File: src/ipp_pkg.sv
// Package: constants, register map and carrier types of the image packer
//
// Overview of operation
// - Qualifier bytes of ports six, seven, eight sit at 35, 41, 47, then a zero.
// - Port six in IO-Link mode copies four device input bytes after its zero.
// - Bytes 43-46 hold port seven data, bytes 49-52 port eight data.
// - Digital input mode: bit 0 of first data byte is pin 4, bits 1-7 zero.
// - Digital output mode: bit 0 of first data byte mirrors the driven output.
// - In digital modes the three remaining data bytes stay zero.
// - Digital input bits pack port-based or pin-based; port-based after reset.
// - Port-based: each port owns two bits, pin 4 even, pin 2 odd, bytes 3-4.
// - Pin-based: pin 4 of all ports in byte 3, pin 2 in byte 4.
// - Each field bit is the sensed input or the mirrored driven output.
package ipp_pkg;

  // ****************************************************************
  // Image geometry
  // ****************************************************************
  localparam int N_PORTS = 8;
  localparam int N_UPPER = 3;
  localparam int FIRST_UPPER = 5;
  localparam int PORT_STRIDE = 6;
  localparam int IDX_UPPER = 2;
  localparam int FRAME_BYTES = IDX_UPPER + N_UPPER * PORT_STRIDE;
  localparam int IDX_W = 5;
  localparam int QUAL_TO_DATA = 2;
  localparam logic [7:0] OFF_BITS = 8'h03;
  localparam logic [7:0] OFF_Q6 = 8'h23;
  localparam logic [7:0] OFF_Q7 = 8'h29;
  localparam logic [7:0] OFF_Q8 = 8'h2F;

  // ****************************************************************
  // Register map
  // ****************************************************************
  localparam int ADDR_W = 8;
  localparam logic [7:0] ADDR_CTRL = 8'h00;
  localparam logic [7:0] ADDR_MODE = 8'h04;
  localparam logic [7:0] ADDR_PINDIR = 8'h08;
  localparam logic [7:0] ADDR_STATUS = 8'h0C;
  localparam int CTRL_START = 0;
  localparam int CTRL_AUTO = 1;
  localparam int CTRL_LAYOUT = 2;
  localparam int MODE_W = 2 * N_UPPER;
  localparam logic [5:0] MODE_RESET = 6'h00;
  localparam logic [15:0] PINDIR_RESET = 16'h0000;
  localparam int STAT_BUSY = 0;
  localparam int STAT_FULL = 1;
  localparam int STAT_CNT = 8;
  localparam int FIFO_DEPTH = 8;

  // ****************************************************************
  // Types
  // ****************************************************************
  typedef enum logic [1:0] {
    IPP_MODE_IOL,
    IPP_MODE_DI,
    IPP_MODE_DO,
    IPP_MODE_RSV
  } ipp_mode_t;

  typedef enum logic {
    IPP_IDLE,
    IPP_SEND
  } ipp_state_t;

  typedef struct packed {
    logic [7:0] qual;
    logic [31:0] data;
  } ipp_port_in_t;

  typedef struct packed {
    logic [7:0] offset;
    logic [7:0] data;
  } ipp_beat_t;

endpackage

File: src/ipp_dibits.sv
// Module: packs pin 4 and pin 2 levels into the two-byte input bit field
module ipp_dibits #(
  parameter int N = 8
) (
  // Pin levels, one bit per port
  input wire logic [N-1:0] pin4,
  input wire logic [N-1:0] pin2,
  // Ordering select, low for port-based
  input wire logic pin_based,
  // Field, byte 3 in the low half
  output logic [2*N-1:0] field
);
  for (genvar i = 0; i < N; i++) begin : g_port
    // Port-based pairs: pin 4 even, pin 2 odd
    wire pb_even = pin4[i];
    wire pb_odd = pin2[i];
    // Pin-based halves: pin 4 of port j in bit j, pin 2 of port j in bit N+j
    assign field[2*i] = pin_based ? ((2*i < N) ? pin4[2*i % N] :
                        pin2[2*i % N]) : pb_even;
    assign field[2*i+1] = pin_based ? ((2*i+1 < N) ? pin4[(2*i+1) % N] :
                          pin2[(2*i+1) % N]) : pb_odd;
  end
endmodule

File: src/ipp_fifo.sv
// Module: flip-flop FIFO with valid/ready on both sides
module ipp_fifo #(
  parameter int WIDTH = 16,
  parameter int DEPTH = 8
) (
  // Clock, reset, enable
  input wire logic clk,
  input wire logic rst_n,
  input wire logic ce,
  // Fill side
  input wire logic in_valid,
  output logic in_ready,
  input wire logic [WIDTH-1:0] in_data,
  // Drain side
  output logic out_valid,
  input wire logic out_ready,
  output logic [WIDTH-1:0] out_data,
  // Fill level
  output logic [$clog2(DEPTH):0] count
);
  localparam int AW = $clog2(DEPTH);

  logic [DEPTH-1:0][WIDTH-1:0] mem_q;
  logic [AW-1:0] wr_q;
  logic [AW-1:0] rd_q;
  logic [AW:0] cnt_q;
  wire full = (cnt_q == (AW + 1)'(DEPTH));
  wire empty = (cnt_q == '0);
  wire push = in_valid && in_ready;
  wire pop = out_valid && out_ready;
  wire [AW-1:0] wr_nxt = (wr_q == AW'(DEPTH - 1)) ? '0 : wr_q + 1'b1;
  wire [AW-1:0] rd_nxt = (rd_q == AW'(DEPTH - 1)) ? '0 : rd_q + 1'b1;

  // Frozen clock enable also blocks both handshakes
  assign in_ready = ce && !full;
  assign out_valid = ce && !empty;
  assign out_data = mem_q[rd_q];
  assign count = cnt_q;

  for (genvar e = 0; e < DEPTH; e++) begin : g_entry
    always_ff @(posedge clk or negedge rst_n) begin
      if (!rst_n) begin
        mem_q[e] <= '0;
      end else if (push && wr_q == AW'(e)) begin
        mem_q[e] <= in_data;
      end
    end
  end

  always_ff @(posedge clk or negedge rst_n) begin
    if (!rst_n) begin
      wr_q <= '0;
      rd_q <= '0;
      cnt_q <= '0;
    end else if (ce) begin
      if (push) wr_q <= wr_nxt;
      if (pop) rd_q <= rd_nxt;
      cnt_q <= cnt_q + (AW + 1)'(push) - (AW + 1)'(pop);
    end
  end
endmodule

File: src/ipp_packer.sv
// Module: input process image packer with APB control and byte stream out
//
// Local design decisions: register access over APB and the address map.
module ipp_packer #(
  parameter int DEPTH = ipp_pkg::FIFO_DEPTH
) (
  // Clock, reset, enable
  input wire logic pclk,
  input wire logic presetn,
  input wire logic ce,
  // APB slave
  input wire logic psel,
  input wire logic penable,
  input wire logic pwrite,
  input wire logic [ipp_pkg::ADDR_W-1:0] paddr,
  input wire logic [31:0] pwdata,
  output logic [31:0] prdata,
  output logic pready,
  output logic pslverr,
  // IO-Link engine, upper ports
  input wire ipp_pkg::ipp_port_in_t port_six_in,
  input wire ipp_pkg::ipp_port_in_t port_seven_in,
  input wire ipp_pkg::ipp_port_in_t port_eight_in,
  // Port pins, asynchronous
  input wire logic [ipp_pkg::N_PORTS-1:0] pin4_sensed_input,
  input wire logic [ipp_pkg::N_PORTS-1:0] pin2_sensed_input,
  // Driven output levels, same clock
  input wire logic [ipp_pkg::N_PORTS-1:0] pin4_driven_output,
  input wire logic [ipp_pkg::N_PORTS-1:0] pin2_driven_output,
  // Image byte stream
  output logic img_valid,
  input wire logic img_ready,
  output ipp_pkg::ipp_beat_t img_beat
);

  // ****************************************************************
  // Pin synchronisers
  // ****************************************************************
  logic [ipp_pkg::N_PORTS-1:0] pin4_meta_q;
  logic [ipp_pkg::N_PORTS-1:0] pin4_sync_q;
  logic [ipp_pkg::N_PORTS-1:0] pin2_meta_q;
  logic [ipp_pkg::N_PORTS-1:0] pin2_sync_q;

  always_ff @(posedge pclk or negedge presetn) begin
    if (!presetn) begin
      pin4_meta_q <= '0;
      pin4_sync_q <= '0;
      pin2_meta_q <= '0;
      pin2_sync_q <= '0;
    end else if (ce) begin
      pin4_meta_q <= pin4_sensed_input;
      pin4_sync_q <= pin4_meta_q;
      pin2_meta_q <= pin2_sensed_input;
      pin2_sync_q <= pin2_meta_q;
    end
  end

  // ****************************************************************
  // APB register file
  // ****************************************************************
  logic auto_q;
  logic layout_q;
  logic start_req_q;
  logic ctrl_written_q;
  logic [ipp_pkg::MODE_W-1:0] mode_q;
  logic [ipp_pkg::N_PORTS-1:0] pin4_dir_q;
  logic [ipp_pkg::N_PORTS-1:0] pin2_dir_q;
  logic [7:0] frame_cnt_q;
  logic [31:0] prdata_q;
  ipp_pkg::ipp_state_t state_q;
  logic fifo_in_ready;

  wire setup = ce && psel && !penable;
  wire access = ce && psel && penable;
  wire hit_ctrl = (paddr == ipp_pkg::ADDR_CTRL);
  wire hit_mode = (paddr == ipp_pkg::ADDR_MODE);
  wire hit_pindir = (paddr == ipp_pkg::ADDR_PINDIR);
  wire hit_status = (paddr == ipp_pkg::ADDR_STATUS);
  wire mapped = hit_ctrl || hit_mode || hit_pindir || hit_status;
  wire wr = access && pwrite && mapped;
  wire wr_ctrl = wr && hit_ctrl;
  wire wr_start = wr_ctrl && pwdata[ipp_pkg::CTRL_START];
  wire busy = (state_q == ipp_pkg::IPP_SEND);

  wire [31:0] rd_ctrl = 32'(
    {layout_q, auto_q, start_req_q});
  wire [31:0] rd_mode = 32'(mode_q);
  wire [31:0] rd_pindir = 32'({pin2_dir_q, pin4_dir_q});
  wire [31:0] rd_status = 32'(
    {frame_cnt_q, 6'h00, !fifo_in_ready, busy});
  wire [31:0] rd_mux = hit_ctrl ? rd_ctrl :
                       hit_mode ? rd_mode :
                       hit_pindir ? rd_pindir :
                       hit_status ? rd_status : 32'h0000_0000;

  // Zero wait states; a frozen block stretches the access phase
  assign pready = ce;
  assign pslverr = psel && penable && !mapped;
  assign prdata = prdata_q;

  always_ff @(posedge pclk or negedge presetn) begin
    if (!presetn) begin
      prdata_q <= 32'h0000_0000;
    end else if (setup) begin
      prdata_q <= rd_mux;
    end
  end

  always_ff @(posedge pclk or negedge presetn) begin
    if (!presetn) begin
      auto_q <= 1'b0;
      layout_q <= 1'b0;
      ctrl_written_q <= 1'b0;
    end else if (wr_ctrl) begin
      auto_q <= pwdata[ipp_pkg::CTRL_AUTO];
      layout_q <= pwdata[ipp_pkg::CTRL_LAYOUT];
      ctrl_written_q <= 1'b1;
    end
  end

  always_ff @(posedge pclk or negedge presetn) begin
    if (!presetn) begin
      mode_q <= ipp_pkg::MODE_RESET;
      pin4_dir_q <= ipp_pkg::PINDIR_RESET[7:0];
      pin2_dir_q <= ipp_pkg::PINDIR_RESET[15:8];
    end else begin
      if (wr && hit_mode) mode_q <= pwdata[ipp_pkg::MODE_W-1:0];
      if (wr && hit_pindir) begin
        pin4_dir_q <= pwdata[7:0];
        pin2_dir_q <= pwdata[15:8];
      end
    end
  end

  // ****************************************************************
  // Field bits and image assembly
  // ****************************************************************
  // Configured outputs report their driven level instead of the pin
  wire [ipp_pkg::N_PORTS-1:0] bit4 =
    (pin4_dir_q & pin4_driven_output) | (~pin4_dir_q & pin4_sync_q);
  wire [ipp_pkg::N_PORTS-1:0] bit2 =
    (pin2_dir_q & pin2_driven_output) | (~pin2_dir_q & pin2_sync_q);
  logic [15:0] field;

  ipp_dibits #(
    .N(ipp_pkg::N_PORTS)
  ) u_dibits (
    .pin4(bit4),
    .pin2(bit2),
    .pin_based(layout_q),
    .field(field)
  );

  ipp_pkg::ipp_port_in_t upper_in [ipp_pkg::N_UPPER];
  assign upper_in[0] = port_six_in;
  assign upper_in[1] = port_seven_in;
  assign upper_in[2] = port_eight_in;

  logic [ipp_pkg::FRAME_BYTES-1:0][7:0] image_d;
  assign image_d[0] = field[7:0];
  assign image_d[1] = field[15:8];

  for (genvar p = 0; p < ipp_pkg::N_UPPER; p++) begin : g_upper
    localparam int B = ipp_pkg::IDX_UPPER + p * ipp_pkg::PORT_STRIDE;
    localparam int PIN = ipp_pkg::FIRST_UPPER + p;
    ipp_pkg::ipp_mode_t mode_w;
    assign mode_w = ipp_pkg::ipp_mode_t'(mode_q[2*p +: 2]);
    wire is_iol = (mode_w == ipp_pkg::IPP_MODE_IOL);
    wire is_di = (mode_w == ipp_pkg::IPP_MODE_DI);
    wire is_do = (mode_w == ipp_pkg::IPP_MODE_DO);
    // Digital modes: state in bit 0, rest of the block cleared
    wire pin_state = is_do ? pin4_driven_output[PIN] :
                             pin4_sync_q[PIN];
    wire [31:0] dig_word = {31'h0000_0000, pin_state};
    wire [31:0] data_w = is_iol ? upper_in[p].data :
                         (is_di || is_do) ? dig_word : 32'h0000_0000;
    assign image_d[B] = upper_in[p].qual;
    assign image_d[B+1] = 8'h00;
    for (genvar k = 0; k < 4; k++) begin : g_byte
      assign image_d[B+ipp_pkg::QUAL_TO_DATA+k] = data_w[8*k +: 8];
    end
  end

  // ****************************************************************
  // Frame sequencer
  // ****************************************************************
  logic [ipp_pkg::FRAME_BYTES-1:0][7:0] snap_q;
  logic [ipp_pkg::IDX_W-1:0] idx_q;
  ipp_pkg::ipp_beat_t push_beat;

  wire start = ce && !busy && (start_req_q || auto_q);
  wire push_hs = busy && fifo_in_ready;
  wire last = (idx_q == ipp_pkg::IDX_W'(ipp_pkg::FRAME_BYTES - 1));
  wire lo_half = (idx_q < ipp_pkg::IDX_W'(ipp_pkg::IDX_UPPER));
  wire [7:0] off_lo = 8'(ipp_pkg::OFF_BITS + idx_q);
  wire [7:0] off_hi = 8'(ipp_pkg::OFF_Q6 + idx_q - ipp_pkg::IDX_UPPER);
  assign push_beat.offset = lo_half ? off_lo : off_hi;
  assign push_beat.data = snap_q[idx_q];

  // A start written while a frame is running waits; set beats clear
  always_ff @(posedge pclk or negedge presetn) begin
    if (!presetn) begin
      start_req_q <= 1'b0;
    end else if (ce) begin
      start_req_q <= wr_start || (start_req_q && !start);
    end
  end

  // Whole image taken in one edge, so no frame mixes old and new data
  always_ff @(posedge pclk or negedge presetn) begin
    if (!presetn) begin
      snap_q <= '0;
    end else if (start) begin
      snap_q <= image_d;
    end
  end

  always_ff @(posedge pclk or negedge presetn) begin
    if (!presetn) begin
      state_q <= ipp_pkg::IPP_IDLE;
      idx_q <= '0;
      frame_cnt_q <= 8'h00;
    end else if (ce) begin
      unique case (state_q)
        ipp_pkg::IPP_IDLE: begin
          if (start) begin
            state_q <= ipp_pkg::IPP_SEND;
            idx_q <= '0;
          end
        end
        ipp_pkg::IPP_SEND: begin
          if (push_hs && last) begin
            state_q <= ipp_pkg::IPP_IDLE;
            frame_cnt_q <= frame_cnt_q + 8'h01;
          end else if (push_hs) begin
            idx_q <= idx_q + 1'b1;
          end
        end
      endcase
    end
  end

  // ****************************************************************
  // Output buffer
  // ****************************************************************
  ipp_fifo #(
    .WIDTH($bits(ipp_pkg::ipp_beat_t)),
    .DEPTH(DEPTH)
  ) u_fifo (
    .clk(pclk),
    .rst_n(presetn),
    .ce(ce),
    .in_valid(busy),
    .in_ready(fifo_in_ready),
    .in_data(push_beat),
    .out_valid(img_valid),
    .out_ready(img_ready),
    .out_data(img_beat),
    .count()
  );

  localparam int Q6 = ipp_pkg::IDX_UPPER;
  localparam int Q7 = Q6 + ipp_pkg::PORT_STRIDE;
  localparam int Q8 = Q7 + ipp_pkg::PORT_STRIDE;
  localparam int D = ipp_pkg::QUAL_TO_DATA;
endmodule

File: config.mk
export PLATFORM = sky130hd
export DESIGN_NAME = ipp_packer
export DESIGN_NICKNAME = d
export VERILOG_FILES = /design/src/ipp_pkg.sv /design/src/ipp_dibits.sv /design/src/ipp_fifo.sv /design/src/ipp_packer.sv
export SDC_FILE = /design/constraint.sdc
export NUM_CORES = 1
export LEC_CHECK = 0
export BUFFER_PORTS_ARGS = -buffer_cell sky130_fd_sc_hd__clkbuf_2
export CAP_MARGIN = 20
export CORE_MARGIN = 4
export CORE_UTILIZATION = 35
export DETAILED_ROUTE_END_ITERATION = 6
export PLACE_DENSITY = 0.52
export SLEW_MARGIN = 20
export SYNTH_ARGS = -nofsm -noshare
export SYNTH_HDL_FRONTEND = slang
export SYNTH_SLANG_ARGS = --single-unit
File: constraint.sdc
create_clock -name pclk -period 3.16 [get_ports pclk]
set_clock_uncertainty 0.15 [all_clocks]
set_input_delay 0.632 -clock pclk [delete_from_list [all_inputs] [get_ports pclk]]
set_output_delay 0.632 -clock pclk [all_outputs]
set_load 0.05 [all_outputs]
==> qor.txt, run 1 <==
Largest delay share family, worst path: multiplexers
TritonRoute pass-1 iters: 5
Worst hold path depth: 3
Clock slew at reported path FFs: 0.06 ns
CTS tree: done
Largest net degree at the start of global routing: 135
Total CTS buffers: 39
Fin nets: 2006
Layout cell share with drive strength beyond 1: 26.5%
Min-Delay Endpoint: snap_q[65]
Placer Congestion: 0.803
Cell variety after synth: 57
Area Overhead vs Synth: 18.1%
Post-synthesis sequential area ratio: 51.5%
Area share of the largest cell type after synthesis: 51.5%
Max stage delay on crit path: 0.53 ns
Hold WC Path Type: in -> reg
Final setup fails: 0
Mapped Cells: 1588
IO buf count: 216
Final Slew Violations: 0
Crit end category: output port
Fillers: 4648
Area leader, netlist: dfrtp_1
Worst Max-Slew Pin Slew: 1.06 ns
Post-route cell area: 20300 µm²
RSZ-0062 raised after global routing: yes
EDFF count, synth: 0
Clk_lat worst skew: 0.54 ns
GRT Util Overall: 17.5%
Congestion Overflow GR: 0
Status: finished clean
Antenna violation net count after detailed routing: 0
Rel. slew slack: 29.1%
WS Path Type: reg -> out
# IOs: 250
Mapped cell area: 17100 µm²
Clock share of power: 27.4%
Initial Utilization: 35.7%
Crit-path cells: buf_12 > mux4_2 > mux2_2 > buf_2
Drc violations: 0
# rows: 80
Combinational power share: 35.7%
Clock Root Buffer: clkbuf_16
Share of power burned in registers: 36.9%
Via Count: 12300
Die W: 229 µm
Final Cycle Share: 97.8%
WP buf/inv: 2
Setup slack, reg-to-reg: 0.43 ns
Drt wl/cell: 19.1 µm
DR iter-0 viols: 843
DR vias/cell: 5.07
Initial antenna violation count: 2
Async SR Flop Fraction: 100%
Htree depth: 2
LEAKAGE: 9.96 nW
Switching Share: 36.5%
Full die area: 52600 µm²
Die height: 229 µm
Crit path time final: 3.09 ns
Worst path depth: 4
Flop and latch count out of synthesis: 353
CTS Sinks: 353
Cell-internal power: 10.3 mW
Synth Warn #: 0
Startpoint Class: flop
Worst vdd ir: 0.000407 V
Avg Cell Area, Syn: 10.8 µm²
Setup TNS: 0 ns
Max-cap violations: 0
Vias in the first global route: 12600
Hold_sp: port_seven_in[33]
Max Clk Rate: 324 MHz
Crit-path max FO: 8
Sw Pwr: 5.90 mW
Commonest register cell after synthesis: dfrtp_1
Pwr dens: 800 nW/µm²
WP data arrival: 2.31 ns
Post-DP Area: 19000 µm²
FF-to-FF End: u_fifo.mem_q[21]
First-pass GRT wire length: 73500 µm
R2r startpoint: idx_q[0]
Critical-path top delay cell: dfrtp_4
WHS: 0.143 ns
FF-to-FF path depth: 4
Area contributors post-synth: dfrtp_1, mux2i_1, nand2_1, mux2_2, mux4_2
Post-DP HPWL: 32800 µm
Final hold vios: 0
Worst endpoint required time: 2.38 ns
Clock tree buffer depth: 3
Core Area: 48000 µm²
Final WL: 46400 µm
## worst register-to-register path, cell delays in order, from the launching register on
cell      delay (ns)
dfrtp_4         0.76
nand2b_1        0.64
o221ai_1        0.24
o21ai_1         0.62
o31ai_1         0.17
## repair_timing
action / CTS / global route
endpoints found under the setup margin: 13 / 2
endpoints found under the hold margin: 61 / 0
buffers inserted: 3 / 0
pin swaps: 0 / 0
resized for setup: 1 / 2
hold buffers: 1 / 0
## cell usage after synthesis (3+ instances only)
cell type  instances
mux4_2            40
xor2_1             4
a22o_1             3
nand4_1            8
o2bb2ai_1          9
buf_4             26
nor3b_1            5
buf_1             11
a22oi_1           10
or3_1              3
and2_0             4
inv_1             40
nor2_1            18
o211ai_1           4
xnor2_1            8
mux2_2            92
clkbuf_1          70
dfrtp_1          353
o21ai_0           95
buf_6              6
nand3_1          108
and3_1             5
nand2b_1           3
o21ai_1            8
nor2b_1            5
o221ai_1          15
buf_2             23
mux2i_1          127
ha_1              23
a21oi_1           18
and2_1             7
o31ai_1           67
nand2_1          338
clkbuf_2           3
## routing by layer
layer / up-vias / part of all wire, % / wire [µm] / GRT usage, %
met5: - / 0 / 0 / 0
met1: 6107 / 46 / 21300 / 24.5
li1: 5926 / - / - / -
met3: 56 / 3.5 / 1640 / 2.68
met4: 0 / 2.1 / 984 / 4.70
met2: 207 / 48 / 22400 / 28.6
## area by class of cell
cell class                      count  area [µm²]  share of cell area [%]
Antenna cell                        2        5.00                  0.0247
Clock buffer                       59        1170                    5.79
Clock inverter                      9        72.6                   0.358
Inverter                           40         150                   0.741
Multi-Input combinational cell   1071        7520                    37.1
Sequential cell                   353        8840                    43.6
Tap cell                          615         769                    3.80
Timing Repair Buffer              278        1720                    8.50
## power by group through the flow
stage / Combinational [mW] / Sequential, mW / Clock (mW)
after floorplan: 4.25 / 5.71 / 0
after global placement: 5.72 / 6.02 / 0
after detailed placement: 5.80 / 6.06 / 0
after CTS: 5.86 / 5.97 / 4.58
after global routing: 6.35 / 6.08 / 4.75
final: 5.78 / 5.97 / 4.44
## metrics by stage
stage               util (%)  total power [mW]  cells  setup WS (ns)
floorplan                  -              9.96   1604         0.0681
global placement        39.5              11.7   2353          0.474
detailed placement      39.5              11.9   2353          0.472
CTS                     42.1              16.4   2425        0.00428
global route            42.2              17.2   2427       -0.00822
finish                  42.2              16.2   2427         0.0708
## flip-flops by register name, indices dropped and copies added (netlist names)
signal / cells
auto_q: 1
busy: 1
frame_cnt_q: 8
idx_q: 5
layout_q: 1
mode_q: 6
pin2_dir_q: 8
pin2_meta_q: 8
pin2_sync_q: 8
pin4_dir_q: 8
pin4_meta_q: 8
pin4_sync_q: 8
prdata: 16
snap_q: 136
start_req_q: 1
u_fifo.count: 4
u_fifo.mem_q: 120
u_fifo.rd_q: 3
u_fifo.wr_q: 3
## logic make-up after synthesis
logic type,synth area share (%)
compound gates,8.89
xor+xnor,0.613
fa+ha+maj,1.80
buf+inv,5.06
flops,51.5
mux,18.9
other cells,0.0219
simple gates,13.2
## placed cells by master (no fill, tap or decap), drive strengths merged, types with 2 or more instances in the layout
cell	count
a21o	2
a21oi	18
a22o	3
a22oi	10
and2	12
and3	5
buf	64
clkbuf	272
clkinv	7
conb	17
dfrtp	353
diode	2
ha	23
inv	40
mux2	92
mux2i	127
mux4	41
nand2	338
nand2b	3
nand3	109
nand3b	2
nand4	8
nor2	19
nor2b	5
nor3	3
nor3b	5
nor4	2
o211ai	4
o21ai	103
o221ai	15
o22ai	2
o2bb2ai	9
o31ai	67
or2	2
or3	3
xnor2	8
xor2	4
## how the worst max path moves through the flow
stage	from	to	slack, ns
CTS	u_fifo.rd_q[0]	img_beat[6]	0.004
floorplan	ce	u_fifo.count[2]	0.07
global placement	u_fifo.rd_q[0]	img_beat[6]	0.47
finish	u_fifo.rd_q[0]	img_beat[6]	0.07
global route	u_fifo.rd_q[0]	img_beat[6]	-0.008
detailed placement	u_fifo.rd_q[0]	img_beat[6]	0.47
Note: power is estimated with default switching activity, not from simulation.
==> run 2, diff against run 1 <==
Settings changed: PLACE_DENSITY 0.52 to not set, PLACE_DENSITY_LB_ADDON set to 0.08, SKIP_LAST_GASP set to 1.
==> run 2 against run 1 <==
Effect of this change: core utilization about the same; via count fell by 0.46%; clock power grew 5%; total power increased by 1.7%; die area unchanged; sequential share of layout area hardly changed; final cell count did not move; critical path type unchanged; critical endpoint is now img_beat[5]; highest routed layer unchanged.
==> qor.txt, run 2 (synthesis results as in run 1) <==
Worst Max-Slew Pin Slew: 0.923 ns
Congestion Overflow GR: 0
CTS Sinks: 353
Clock slew at reported path FFs: 0.06 ns
Vias in the first global route: 12500
Initial antenna violation count: 1
WS Path Type: reg -> out
Core Area: 48000 µm²
Full die area: 52600 µm²
Sw Pwr: 6.07 mW
LEAKAGE: 9.96 nW
Share of power burned in registers: 36.1%
RSZ-0062 raised after global routing: yes
Htree depth: 2
Clock tree buffer depth: 3
Final cell count without fillers: 2427
Placed Cells: 2354
Area Overhead vs Synth: 18.1%
Crit-path max FO: 16
DR iter-0 viols: 735
Drt wl/cell: 19.8 µm
First-pass GRT wire length: 74900 µm
Largest register FFs: 136
Rel. slew slack: 38.0%
Max-cap violations: 0
Most common cell after layout, fill and taps aside: dfrtp_1
Total CTS buffers: 41
Worst endpoint required time: 2.38 ns
Hold WC Path Type: in -> reg
Crit path time final: 3.09 ns
# IOs: 250
Fin nets: 2007
GRT Util Overall: 18.2%
Status: finished clean
DR vias/cell: 5.04
Pwr dens: 813 nW/µm²
Switching Share: 36.8%
Combinational power share: 35.8%
Cell-internal power: 10.4 mW
Max Clk Rate: 323 MHz
Final Cycle Share: 97.9%
Worst vdd ir: 0.000361 V
Startpoint Class: flop
Final Core Density: 42.2%
TritonRoute pass-1 iters: 4
Via Count: 12200
Final WL: 48000 µm
Drc violations: 0
Final setup fails: 0
Crit end category: output port
CTS tree: done
# rows: 80
Most flops, register: snap_q
Clock share of power: 28.2%
Initial Utilization: 35.7%
WP data arrival: 2.31 ns
Largest net degree at the start of global routing: 141
Placer Congestion: 0.763
Commonest non-fill, non-tap cells in the layout: dfrtp_1, nand2_1, clkbuf_2, mux2i_1, nand3_1
Post-DP HPWL: 33600 µm
Clock Root Buffer: clkbuf_16
Post-CTS setup buffers: 0
Die height: 229 µm
Final Slew Violations: 0
Final hold vios: 0
Layout cell share with drive strength beyond 1: 26.6%
Antenna violation net count after detailed routing: 0
IO buf count: 216
Die W: 229 µm
Clk_lat worst skew: 0.56 ns
run 2: final cells by class:
| cell class | instances | area [µm²] |
|---|---|---|
| Clock buffer | 58 | 1170 |
| Inverter | 40 | 150 |
| Clock inverter | 12 | 123 |
| Antenna cell | 1 | 2.50 |
| Timing Repair Buffer | 277 | 1680 |
| Multi-Input combinational cell | 1071 | 7520 |
| Sequential cell | 353 | 8840 |
| Tap cell | 615 | 769 |
| Fill cell | 4786 | 27800 |
run 2: power by group through the flow:
stage	logic [mW]	registers, mW	clock network, mW
finish	5.89	5.94	4.64
global route	6.42	6.05	4.96
CTS	5.97	5.95	4.77
detailed placement	5.90	6.02	0
global placement	5.84	5.99	0
floorplan	4.25	5.71	0
run 2: worst max-delay path: stages, from the launching register on:
cell and delay, ns:
dfrtp_2 0.41, bufbuf_16 0.34, mux4_2 0.50, mux2_2 0.29, clkbuf_4 0.22
run 2: worst paths after layout:
path | start | to | cells past startpoint | slack, ns
max in group asynchronous | presetn | snap_q[115] | 3 | 1.53
min in group asynchronous | presetn | u_fifo.mem_q[73] | 2 | 0.48
setup / recovery | u_fifo.rd_q[0] | img_beat[5] | 4 | 0.07
setup reg to reg | idx_q[0] | frame_cnt_q[7] | 5 | 0.54
hold reg to reg | snap_q[146] | snap_q[146] | 2 | 0.31
hold / removal | port_seven_in[33] | snap_q[65] | 3 | 0.13
run 2: timing repair:
action,CTS,global route
cloned,1,0
gates resized for setup,1,7
hold buffers,1,0
setup endpoints to repair,7,8
endpoints found under the hold margin,62,0
run 2: per-stage QoR:
step | total power, mW | hold WS [ns] | area, µm² | TNS, ns | setup slack, ns
after global routing | 17.4 | 0.140 | 20300 | -0.0659 | -0.0228
final | 16.5 | 0.126 | 20300 | 0 | 0.0663
after global placement | 11.8 | 0.293 | 18900 | 0 | 0.475
after detailed placement | 11.9 | 0.300 | 18900 | 0 | 0.419
after floorplan | 9.96 | 0.186 | 17200 | 0 | 0.0681
after CTS | 16.7 | 0.0969 | 20300 | -0.164 | -0.0367
run 2: layer usage:
layer | track usage [%] | vias up | part of all wire [%]
met2 | 29.2 | 169 | 48
met1 | 26.2 | 6065 | 48
met5 | 0 | - | 0
met3 | 2.29 | 46 | 2.7
met4 | 4.68 | 0 | 1.7
li1 | - | 5959 | -
==> run 3, diff against run 2 <==
Settings changed: CORE_UTILIZATION 35 to 45, RECOVER_POWER set to 100.
==> run 3 against run 2 <==
Effect of this change: the run now ends with max-capacitance violations, max-slew violations left; largest power group unchanged; sequential share of layout area is 0.33 points higher; sequential cell count is the same; via count grew 0.44%.
==> qor.txt, run 3 (synthesis results as in run 1) <==
Clock Root Buffer: clkbuf_16
Clock slew at reported path FFs: 0.06 ns
Max-cap violations: 1
Fillers: 3549
First-pass GRT wire length: 71800 µm
Crit end category: output port
# IOs: 250
Drt wl/cell: 19.3 µm
Worst Max-Slew Pin Slew: 1.73 ns
Initial Utilization: 45.5%
Most common cell after layout, fill and taps aside: dfrtp_1
CTS Sinks: 353
IO buf count: 216
Startpoint Class: flop
Placed Cells: 2257
Most flops, register: snap_q
Placer Congestion: 0.789
Core Area: 37700 µm²
WS Path Type: reg -> out
Setup TNS: 0 ns
Clock tree buffer depth: 3
Via Count: 12300
Largest net degree at the start of global routing: 90
GRT Util Overall: 21.9%
WP data arrival: 2.31 ns
Vias in the first global route: 12700
Violated checks: max-capacitance violations, max-slew violations
RSZ-0062 raised after global routing: no
Dpl ws: 0.342 ns
Antenna violation net count after detailed routing: 0
Area Overhead vs Synth: 17.2%
Max Clk Rate: 324 MHz
Drc violations: 0
Commonest non-fill, non-tap cells in the layout: dfrtp_1, nand2_1, clkbuf_2, mux2i_1, nand3_1
Full die area: 41300 µm²
Rel. slew slack: -15.5%
Die W: 203 µm
Worst endpoint required time: 2.38 ns
LEAKAGE: 9.89 nW
Crit path time final: 3.09 ns
Crit-path max FO: 12
Final WL: 45000 µm
Worst vdd ir: 0.000401 V
Multi-input gate area in the final layout: 7510 µm²
Final Core Density: 53.3%
TritonRoute pass-1 iters: 5
Final Cycle Share: 97.7%
Final setup fails: 0
CTS tree: done
Largest register FFs: 136
Clk_lat worst skew: 0.54 ns
# rows: 71
Storage element area: 8830 µm²
Layout cell share with drive strength beyond 1: 24.6%
Status: finished, violations left
Pwr dens: 820 nW/µm²
DR vias/cell: 5.26
Final cell count without fillers: 2336
Final worst slack: 0.0722 ns
Hold WC Path Type: in -> reg
Final hold vios: 0
DR iter-0 viols: 758
Congestion Overflow GR: 0
Initial antenna violation count: 1
Total CTS buffers: 41
Final Slew Violations: 50
Post-route cell area: 20100 µm²
Fin nets: 2016
Post-DP Area: 18900 µm²
Htree depth: 2
Die height: 203 µm
Post-DP HPWL: 31800 µm
-- run 3: area by class of cell --
class	instances	area share, %
Clock inverter	13	0.766
Multi-Input combinational cell	1071	37.4
Clock buffer	61	5.88
Sequential cell	353	44.0
Antenna cell	1	0.0125
Inverter	40	0.747
Timing Repair Buffer	286	8.08
Tap cell	511	3.18
-- run 3: critical path, stage by stage (launching register included) --
cell and delay, ns:
dfrtp_2 0.45, buf_12 0.19, mux4_2 0.53, mux2_2 0.33
clkbuf_2 0.25
-- run 3: path summary, 6_finish.rpt --
check / startpoint / end / slack [ns] / cells past startpoint
setup / recovery: u_fifo.rd_q[0] / img_beat[0] / 0.07 / 4
hold / removal: port_seven_in[33] / snap_q[65] / 0.15 / 3
setup reg to reg: busy / snap_q[132] / 0.22 / 6
hold reg to reg: snap_q[136] / snap_q[136] / 0.31 / 2
max in group asynchronous: presetn / pin2_meta_q[1] / 0.47 / 3
min in group asynchronous: presetn / u_fifo.mem_q[14] / 0.76 / 2
-- run 3: what timing repair did --
item	in CTS	in global routing
resized for setup	9	2
hold endpoints to repair	25	0
buffers inserted	2	0
gates cloned	1	0
hold buffers	1	0
pin swaps	0	0
setup endpoints to repair	13	2
-- run 3: report_power, final --
group	total (mW)	internal [mW]	switching [mW]
Combinational	5.84	2.32	3.51
Clock	4.71	2.83	1.87
Sequential	5.93	5.33	0.593
Total	16.5	10.5	5.98
-- run 3: layer usage --
| metal | routed length (µm) | GRT usage, % |
|---|---|---|
| met4 | 852 | 5.47 |
| met3 | 1480 | 2.80 |
| met5 | 0 | 0 |
| met1 | 21200 | 31.7 |
| met2 | 21400 | 35.4 |
-- run 3: metrics by stage --
stage	hold slack (ns)	total power, mW
finish	0.152	16.5
floorplan	0.186	9.96
global route	0.147	17.4
global placement	0.295	11.7
CTS	0.129	16.8
detailed placement	0.298	11.8
